### src/cmp_ctrl_pkg.sv
// constants for the comparator control block: register map, field positions, resets
// assumes a 32-bit axi4-lite register bus; printed offsets are not multiples of four
package cmp_ctrl_pkg;
    // register indices; byte address is four times the index
    localparam logic [7:0] CTRL_IDX = 8'h9B;
    localparam logic [7:0] MODE_IDX = 8'h9D;
    localparam logic [9:0] CTRL_ADDR = {CTRL_IDX, 2'b00};
    localparam logic [9:0] MODE_ADDR = {MODE_IDX, 2'b00};
    // control register fields
    localparam int EN_BIT = 7;
    localparam int OUT_BIT = 6;
    localparam int RISE_BIT = 5;
    localparam int FALL_BIT = 4;
    localparam int HYP_LSB = 2;
    localparam int HYN_LSB = 0;
    // mode register fields
    localparam int RIE_BIT = 5;
    localparam int FIE_BIT = 4;
    localparam int MD_LSB = 0;
    // hysteresis encodings, mode reset value and axi response codes
    localparam logic [1:0] HYST_OFF = 2'h0;
    localparam logic [1:0] HYST_5MV = 2'h1;
    localparam logic [1:0] HYST_10MV = 2'h2;
    localparam logic [1:0] HYST_20MV = 2'h3;
    localparam logic [1:0] MODE_RESET = 2'h2;
    localparam logic [1:0] RESP_OKAY = 2'b00;
    localparam logic [1:0] RESP_SLVERR = 2'b10;
endpackage : cmp_ctrl_pkg

### src/cmp_ctrl.sv
// comparator digital control: enable, edge flags, hysteresis and mode settings, axi4-lite slave
// assumes the analog core supplies cmp_raw_in asynchronously and honours the settings given
module cmp_ctrl
    import cmp_ctrl_pkg::*;
(
    input wire logic sys_clk_in,
    input wire logic rst_b_in,
    input wire logic [11:0] s_axi_awaddr,
    input wire logic s_axi_awvalid,
    output logic s_axi_awready,
    input wire logic [31:0] s_axi_wdata,
    input wire logic [3:0] s_axi_wstrb,
    input wire logic s_axi_wvalid,
    output logic s_axi_wready,
    output logic [1:0] s_axi_bresp,
    output logic s_axi_bvalid,
    input wire logic s_axi_bready,
    input wire logic [11:0] s_axi_araddr,
    input wire logic s_axi_arvalid,
    output logic s_axi_arready,
    output logic [31:0] s_axi_rdata,
    output logic [1:0] s_axi_rresp,
    output logic s_axi_rvalid,
    input wire logic s_axi_rready,
    input wire logic cmp_raw_in,
    output logic cmp_power_en_out,
    output logic [1:0] pos_hysteresis_sel_out,
    output logic [1:0] neg_hysteresis_sel_out,
    output logic [1:0] response_mode_sel_out,
    output logic raw_async_output_out,
    output logic latched_sync_output_out,
    output logic reset_trigger_out,
    output logic kill_trigger_out,
    output logic irq_out
);
    typedef struct packed {
        logic cmp_enable;
        logic [1:0] pos_hyst;
        logic [1:0] neg_hyst;
        logic rise_edge_flag;
        logic fall_edge_flag;
        logic rise_irq_enable;
        logic fall_irq_enable;
        logic [1:0] mode;
        logic prev_out;
        logic latched;
        logic aw_held;
        logic [11:0] aw_addr;
        logic w_held;
        logic [31:0] w_data;
        logic [3:0] w_strb;
        logic bvalid;
        logic [1:0] bresp;
        logic rvalid;
        logic [31:0] rdata;
        logic [1:0] rresp;
    } ctrl_s;

    ctrl_s state_reg;
    ctrl_s state_next;
    logic cmp_sync;
    logic gated_sync;
    logic rise_evt;
    logic fall_evt;
    logic do_write;
    logic [7:0] ctrl_rd;
    logic [7:0] mode_rd;

    cmp_sync2 u_sync (
        .sys_clk_in(sys_clk_in),
        .rst_b_in(rst_b_in),
        .async_in(cmp_raw_in),
        .sync_out(cmp_sync)
    );

    assign gated_sync = cmp_sync & state_reg.cmp_enable;
    assign rise_evt = gated_sync & ~state_reg.prev_out;
    assign fall_evt = ~gated_sync & state_reg.prev_out;

    assign ctrl_rd = {state_reg.cmp_enable, state_reg.latched, state_reg.rise_edge_flag,
                      state_reg.fall_edge_flag, state_reg.pos_hyst, state_reg.neg_hyst};
    assign mode_rd = {2'b00, state_reg.rise_irq_enable, state_reg.fall_irq_enable, 2'b00, state_reg.mode};

    // write fires once both halves are held and the previous response has drained
    assign do_write = state_reg.aw_held & state_reg.w_held & ~state_reg.bvalid;

    always_comb begin
        state_next = state_reg;
        state_next.prev_out = gated_sync;
        state_next.latched = gated_sync;
        if (s_axi_awvalid && s_axi_awready) begin
            state_next.aw_held = 1'b1;
            state_next.aw_addr = s_axi_awaddr;
        end
        if (s_axi_wvalid && s_axi_wready) begin
            state_next.w_held = 1'b1;
            state_next.w_data = s_axi_wdata;
            state_next.w_strb = s_axi_wstrb;
        end
        if (do_write) begin
            state_next.aw_held = 1'b0;
            state_next.w_held = 1'b0;
            state_next.bvalid = 1'b1;
            state_next.bresp = RESP_OKAY;
            if (state_reg.aw_addr[11:2] == {2'b00, CTRL_IDX}) begin
                if (state_reg.w_strb[0]) begin
                    state_next.cmp_enable = state_reg.w_data[EN_BIT];
                    state_next.pos_hyst = state_reg.w_data[HYP_LSB +: 2];
                    state_next.neg_hyst = state_reg.w_data[HYN_LSB +: 2];
                    state_next.rise_edge_flag = state_reg.w_data[RISE_BIT];
                    state_next.fall_edge_flag = state_reg.w_data[FALL_BIT];
                end
            end else if (state_reg.aw_addr[11:2] == {2'b00, MODE_IDX}) begin
                if (state_reg.w_strb[0]) begin
                    state_next.rise_irq_enable = state_reg.w_data[RIE_BIT];
                    state_next.fall_irq_enable = state_reg.w_data[FIE_BIT];
                    state_next.mode = state_reg.w_data[MD_LSB +: 2];
                end
            end else begin
                state_next.bresp = RESP_SLVERR;
            end
        end
        // hardware set wins over a software clear in the same cycle
        if (rise_evt) begin
            state_next.rise_edge_flag = 1'b1;
        end
        if (fall_evt) begin
            state_next.fall_edge_flag = 1'b1;
        end
        if (state_reg.bvalid && s_axi_bready) begin
            state_next.bvalid = 1'b0;
        end
        if (s_axi_arvalid && s_axi_arready) begin
            state_next.rvalid = 1'b1;
            if (s_axi_araddr[11:2] == {2'b00, CTRL_IDX}) begin
                state_next.rdata = {24'h00_0000, ctrl_rd};
                state_next.rresp = RESP_OKAY;
            end else if (s_axi_araddr[11:2] == {2'b00, MODE_IDX}) begin
                state_next.rdata = {24'h00_0000, mode_rd};
                state_next.rresp = RESP_OKAY;
            end else begin
                state_next.rdata = 32'h0000_0000;
                state_next.rresp = RESP_SLVERR;
            end
        end else if (state_reg.rvalid && s_axi_rready) begin
            state_next.rvalid = 1'b0;
        end
    end

    always_ff @(posedge sys_clk_in) begin
        if (!rst_b_in) begin
            state_reg <= '0;
            state_reg.mode <= MODE_RESET;
        end else begin
            state_reg <= state_next;
        end
    end

    assign s_axi_awready = ~state_reg.aw_held;
    assign s_axi_wready = ~state_reg.w_held;
    assign s_axi_bvalid = state_reg.bvalid;
    assign s_axi_bresp = state_reg.bresp;
    assign s_axi_arready = ~state_reg.rvalid;
    assign s_axi_rvalid = state_reg.rvalid;
    assign s_axi_rdata = state_reg.rdata;
    assign s_axi_rresp = state_reg.rresp;

    assign cmp_power_en_out = state_reg.cmp_enable;
    assign pos_hysteresis_sel_out = state_reg.pos_hyst;
    assign neg_hysteresis_sel_out = state_reg.neg_hyst;
    assign response_mode_sel_out = state_reg.mode;
    // unclocked path so the pin keeps working with the clock stopped
    assign raw_async_output_out = cmp_raw_in & state_reg.cmp_enable;
    assign latched_sync_output_out = state_reg.latched;
    assign reset_trigger_out = state_reg.latched;
    assign kill_trigger_out = state_reg.latched;
    assign irq_out = (state_reg.rise_edge_flag & state_reg.rise_irq_enable)
                   | (state_reg.fall_edge_flag & state_reg.fall_irq_enable);

    property p_rise_sets;
        @(posedge sys_clk_in) disable iff (!rst_b_in)
        rise_evt |=> state_reg.rise_edge_flag;
    endproperty
    a_rise_sets: assert property (p_rise_sets) else $error("rise edge did not set flag");

    property p_fall_sets;
        @(posedge sys_clk_in) disable iff (!rst_b_in)
        fall_evt |=> state_reg.fall_edge_flag;
    endproperty
    a_fall_sets: assert property (p_fall_sets) else $error("fall edge did not set flag");

    property p_flag_sticky;
        @(posedge sys_clk_in) disable iff (!rst_b_in)
        (state_reg.rise_edge_flag && !do_write) |=> state_reg.rise_edge_flag;
    endproperty
    a_flag_sticky: assert property (p_flag_sticky) else $error("rise flag cleared without write");

    property p_irq_rise;
        @(posedge sys_clk_in) disable iff (!rst_b_in)
        (irq_out && !state_reg.fall_irq_enable) |-> state_reg.rise_irq_enable;
    endproperty
    a_irq_rise: assert property (p_irq_rise) else $error("irq without any enable");

    property p_irq_fall;
        @(posedge sys_clk_in) disable iff (!rst_b_in)
        (state_reg.fall_edge_flag && state_reg.fall_irq_enable) |-> irq_out;
    endproperty
    a_irq_fall: assert property (p_irq_fall) else $error("fall flag enabled but no irq");

    property p_disabled_low;
        @(posedge sys_clk_in) disable iff (!rst_b_in)
        (!state_reg.cmp_enable [*2]) |=> !latched_sync_output_out;
    endproperty
    a_disabled_low: assert property (p_disabled_low) else $error("latched output high while off");

    property p_sync_delay;
        @(posedge sys_clk_in) disable iff (!rst_b_in)
        (state_reg.cmp_enable [*4] ##0 $rose(cmp_raw_in)) ##1 state_reg.cmp_enable [*2]
            |-> !latched_sync_output_out ##1 latched_sync_output_out;
    endproperty
    a_sync_delay: assert property (p_sync_delay) else $error("latched output late");

    property p_mode_reset;
        @(posedge sys_clk_in)
        $rose(rst_b_in) |-> state_reg.mode == MODE_RESET;
    endproperty
    a_mode_reset: assert property (p_mode_reset) else $error("mode not reset to 2");

    property p_fall_sticky;
        @(posedge sys_clk_in) disable iff (!rst_b_in)
        (state_reg.fall_edge_flag && !do_write) |=> state_reg.fall_edge_flag;
    endproperty
    a_fall_sticky: assert property (p_fall_sticky) else $error("fall flag cleared without write");

    property p_irq_fall_mask;
        @(posedge sys_clk_in) disable iff (!rst_b_in)
        (irq_out && !state_reg.rise_irq_enable) |-> state_reg.fall_irq_enable;
    endproperty
    a_irq_fall_mask: assert property (p_irq_fall_mask) else $error("irq without fall enable");

    property p_irq_rise_on;
        @(posedge sys_clk_in) disable iff (!rst_b_in)
        (state_reg.rise_edge_flag && state_reg.rise_irq_enable) |-> irq_out;
    endproperty
    a_irq_rise_on: assert property (p_irq_rise_on) else $error("rise flag enabled but no irq");

    property p_irq_masked;
        @(posedge sys_clk_in) disable iff (!rst_b_in)
        (!state_reg.rise_irq_enable && !state_reg.fall_irq_enable) |-> !irq_out;
    endproperty
    a_irq_masked: assert property (p_irq_masked) else $error("irq with both enables off");

    property p_raw_gated;
        @(posedge sys_clk_in) disable iff (!rst_b_in)
        !state_reg.cmp_enable |-> !raw_async_output_out;
    endproperty
    a_raw_gated: assert property (p_raw_gated) else $error("raw output high while off");

    property p_raw_follows;
        @(posedge sys_clk_in) disable iff (!rst_b_in)
        state_reg.cmp_enable |-> raw_async_output_out == cmp_raw_in;
    endproperty
    a_raw_follows: assert property (p_raw_follows) else $error("raw output not following core");

    property p_latched_gated;
        @(posedge sys_clk_in) disable iff (!rst_b_in)
        latched_sync_output_out |-> $past(state_reg.cmp_enable);
    endproperty
    a_latched_gated: assert property (p_latched_gated) else $error("latched output set while off");

    property p_rise_cause;
        @(posedge sys_clk_in) disable iff (!rst_b_in)
        $rose(state_reg.rise_edge_flag) |-> $past(rise_evt) || $past(do_write);
    endproperty
    a_rise_cause: assert property (p_rise_cause) else $error("rise flag set without cause");

    property p_fall_cause;
        @(posedge sys_clk_in) disable iff (!rst_b_in)
        $rose(state_reg.fall_edge_flag) |-> $past(fall_evt) || $past(do_write);
    endproperty
    a_fall_cause: assert property (p_fall_cause) else $error("fall flag set without cause");

    property p_ctrl_reset;
        @(posedge sys_clk_in)
        $rose(rst_b_in) |-> (!state_reg.cmp_enable && !state_reg.rise_edge_flag && !state_reg.fall_edge_flag
            && state_reg.pos_hyst == HYST_OFF && state_reg.neg_hyst == HYST_OFF);
    endproperty
    a_ctrl_reset: assert property (p_ctrl_reset) else $error("control fields not reset");
endmodule : cmp_ctrl

### src/cmp_sync2.sv
// two-flop synchroniser for the raw comparator level
// assumes the input is asynchronous to sys_clk_in
module cmp_sync2 (
    input wire logic sys_clk_in,
    input wire logic rst_b_in,
    input wire logic async_in,
    output logic sync_out
);
    typedef struct packed {
        logic meta;
        logic stable;
    } sync_s;

    sync_s state_reg;
    sync_s state_next;

    always_comb begin
        state_next.meta = async_in;
        state_next.stable = state_reg.meta;
    end

    always_ff @(posedge sys_clk_in) begin
        if (!rst_b_in) begin
            state_reg <= '0;
        end else begin
            state_reg <= state_next;
        end
    end

    assign sync_out = state_reg.stable;
endmodule : cmp_sync2
### config.mk
export PLATFORM = sky130hd
export DESIGN_NAME = cmp_ctrl
export DESIGN_NICKNAME = d
export VERILOG_FILES = /design/src/cmp_ctrl_pkg.sv /design/src/cmp_ctrl.sv /design/src/cmp_sync2.sv
export SDC_FILE = /design/constraint.sdc
export NUM_CORES = 1
export LEC_CHECK = 0
export ABC_CLOCK_PERIOD_IN_PS = 2900
export BUFFER_PORTS_ARGS = -buffer_cell sky130_fd_sc_hd__buf_2
export CAP_MARGIN = 20
export CORE_MARGIN = 5
export CORE_UTILIZATION = 44
export CTS_BUF_LIST = sky130_fd_sc_hd__clkbuf_4 sky130_fd_sc_hd__clkbuf_8 sky130_fd_sc_hd__clkbuf_16
export DETAILED_ROUTE_END_ITERATION = 8
export PLACE_DENSITY = 0.79
export SETUP_SLACK_MARGIN = 0.5
export SLEW_MARGIN = 15
export SYNTH_ARGS = -nofsm -noshare
export SYNTH_HDL_FRONTEND = slang
export SYNTH_HIERARCHICAL = 1
export SYNTH_SLANG_ARGS = --single-unit
### constraint.sdc
create_clock -name sys_clk_in -period 2.9 [get_ports sys_clk_in]
set_clock_uncertainty 0.1 [all_clocks]
set_input_delay 0.435 -clock sys_clk_in [delete_from_list [all_inputs] [get_ports sys_clk_in]]
set_output_delay 0.435 -clock sys_clk_in [all_outputs]
set_load 0.03 [all_outputs]
==> qor.txt <==
Seq/Total Area, Yosys: 41.5%
Post-synth EDFFs: 0
Initial Util: 46.1%
Max Clk Rate: 0.471 GHz
# setup viols final: 0
Min-Delay Path Depth: 2
routed via count: 1,567
Final Util: 50.9%
Startpoint Class: register
Cell Pwr Density: 492 nW/um2
Pleak: 0.00108 uW
crit share post-route: 73.2%
postcts setup bufs: 0
initial antenna violation count: 0
ys async rst share: 0%
RD Place Congestion: 0.746
status: completed
antenna viol nets, final: 0
vias in the first global route: 1,508
worst-margin pin slew: 0.623 ns
Final Max Tran Viols: 0
Worst EP arrival: 2.21 ns
max-capacitance violation count: 0
Tmin final: 2.12 ns
IO Pins: 121
Clk Latency, worst-skew pair: 0.29 ns
Most used DFF post-synth: dfxtp_1
final WL: 4240 um
CTS sink count: 46
placed cell area: 2370 um2
worst-path fanout max: 5
DRC Markers: 0
H-Tree Depth: 2
CP endpoint kind: register
Die H: 81.0 um
post-layout total power: 1210 uW
Setup TNS: 0 ns
mapped cell area: 2220 um2
Syn Inst Count: 240
total congestion overflow: 0
hold buffers post-CTS: 0
clock root cell: clkbuf_8
Final #Nets: 353
R2R depth: 4
kind of critical path: reg -> reg
first-pass GRT wire length: 6870 um
CTS buffer count: 5
antenna cells: 0
drt wl/cell: 12.0 um
Final Hold Fails: 0
RSZ-0062 raised after global routing: false
vias per cell: 4.45
fill count: 484
CTS tree: yes
num rows: 25
pin count of the biggest net entering global routing: 46
YS warnings: 6
synth-to-layout area growth: 10.4%
max reg flops: 20
Die Area: 6570 um2
clock buffer depth: 2
HPWL after detailed placement: 3280 um
Slew HR: 58.5%
Yosys cell types: 31
gr usage total: 13.4%
synthesis-stage register bit count: 46
fin area: 2450 um2
Pre-antenna DRT Iters: 4
Port Buffer Count: 62
layout cells sized above 1: 27.0%
Peak supply drop: 0.253 mV
Die X: 81.0 um
Mean Syn Cell Area: 9.25 um2
# resized after CTS: 0
min-delay worst type: in -> reg
Worst-path clk slew: 0.08 ns
Core ar.: 4820 um2
Detailed Route Iter0 Violations: 55
CP required: 2.99 ns
==> logic make-up after synthesis <==
kind of cell	Yosys count	share of synthesized area, %
flip-flops	46	41.5
multiplexers	19	8.79
buffers and inverters	54	16.6
other	1	0.169
AO/OA/AOI/OAI	32	10.8
AND/OR/NAND/NOR	88	22.3
==> metrics by stage <==
step,worst slack [ns],cells,hold WS (ns)
after floorplan,0.781,265,0.312
after global placement,0.769,345,0.331
after detailed placement,0.757,345,0.333
after CTS,0.744,352,0.251
after global routing,0.702,352,0.260
final,0.776,352,0.259
==> area by class of cell <==
class,instances,area (um2),area share (%)
Clock inverter,1,7.51,0.306
Clock buffer,6,76.3,3.11
Sequential cell,46,921,37.6
Multi-Input combinational cell,165,1030,41.9
Tap cell,67,83.8,3.42
Inverter,3,11.3,0.459
Timing Repair Buffer,64,325,13.3
==> layout by cell type, fill, tap and decap left out <==
master,instances
a22oi_1,4
nor2_1,7
dfxtp_1,46
nand3_1,4
or2_2,1
clkbuf_8,5
mux2_4,1
o221a_2,1
a22o_1,1
conb_1,26
inv_1,3
o31ai_1,4
or4bb_1,1
clkbuf_4,1
nand4b_1,2
clkinvlp_4,1
o211a_1,1
nor2b_1,22
and3_1,1
and2_1,7
a31oi_1,1
nand2_1,35
mux2i_1,18
a21boi_0,14
o21a_1,2
nor4_4,2
nor3b_1,1
buf_4,2
a21boi_1,1
nand2b_1,3
nand4bb_1,1
or4b_4,1
buf_2,62
o21ai_0,3
==> metal layers <==
| layer | part of all wire, % | GRT usage, % |
|---|---|---|
| met5 | 0 | 0 |
| met4 | 1.2 | 4.05 |
| met3 | 7.6 | 4.43 |
| met2 | 49 | 23.6 |
| met1 | 42 | 15.4 |
==> Yosys cell counts, types with 4 or more instances <==
cell      instances  share of area, %
and2_1            7               2.0
buf_4            44                15
a22oi_1           4               1.4
nand3_1           4              0.90
nand2_1          35               5.9
dfxtp_1          46                41
mux2i_1          18               8.1
nor2b_1          22               6.2
nor2_1            7               1.2
a21boi_0         14               4.7
o31ai_1           4               1.4
clkbuf_1          7               1.2
==> power breakdown <==
group	internal, uW	leakage (uW)	total, uW	switching (uW)
Combinational	54.0	0.000665	165	111
Sequential	654	0.000375	668	14.5
Clock	175	0.0000407	372	198
==> path summary, 6_finish.rpt <==
check                                                startpoint                               to  slack, ns
worst max-delay path                 state_reg[83]$_SDFFE_PN0P_          ctrl_rd[5]$_SDFFE_PN0P_       0.78
worst min-delay path                                 cmp_raw_in  u_sync/state_next[0]$_SDFF_PN0_       0.26
worst max register to register       state_reg[83]$_SDFFE_PN0P_          ctrl_rd[5]$_SDFFE_PN0P_       0.78
worst min register to register  u_sync/state_next[0]$_SDFF_PN0_       u_sync/sync_out$_SDFF_PN0_       0.34
==> worst max-delay path, cell delays in order (launching register included) <==
cell and delay, ns:
dfxtp_1 0.32, or4b_4 0.58, nor4_4 0.53, mux2_4 0.34
o21a_1 0.16
(Power assumes the default switching activity.)
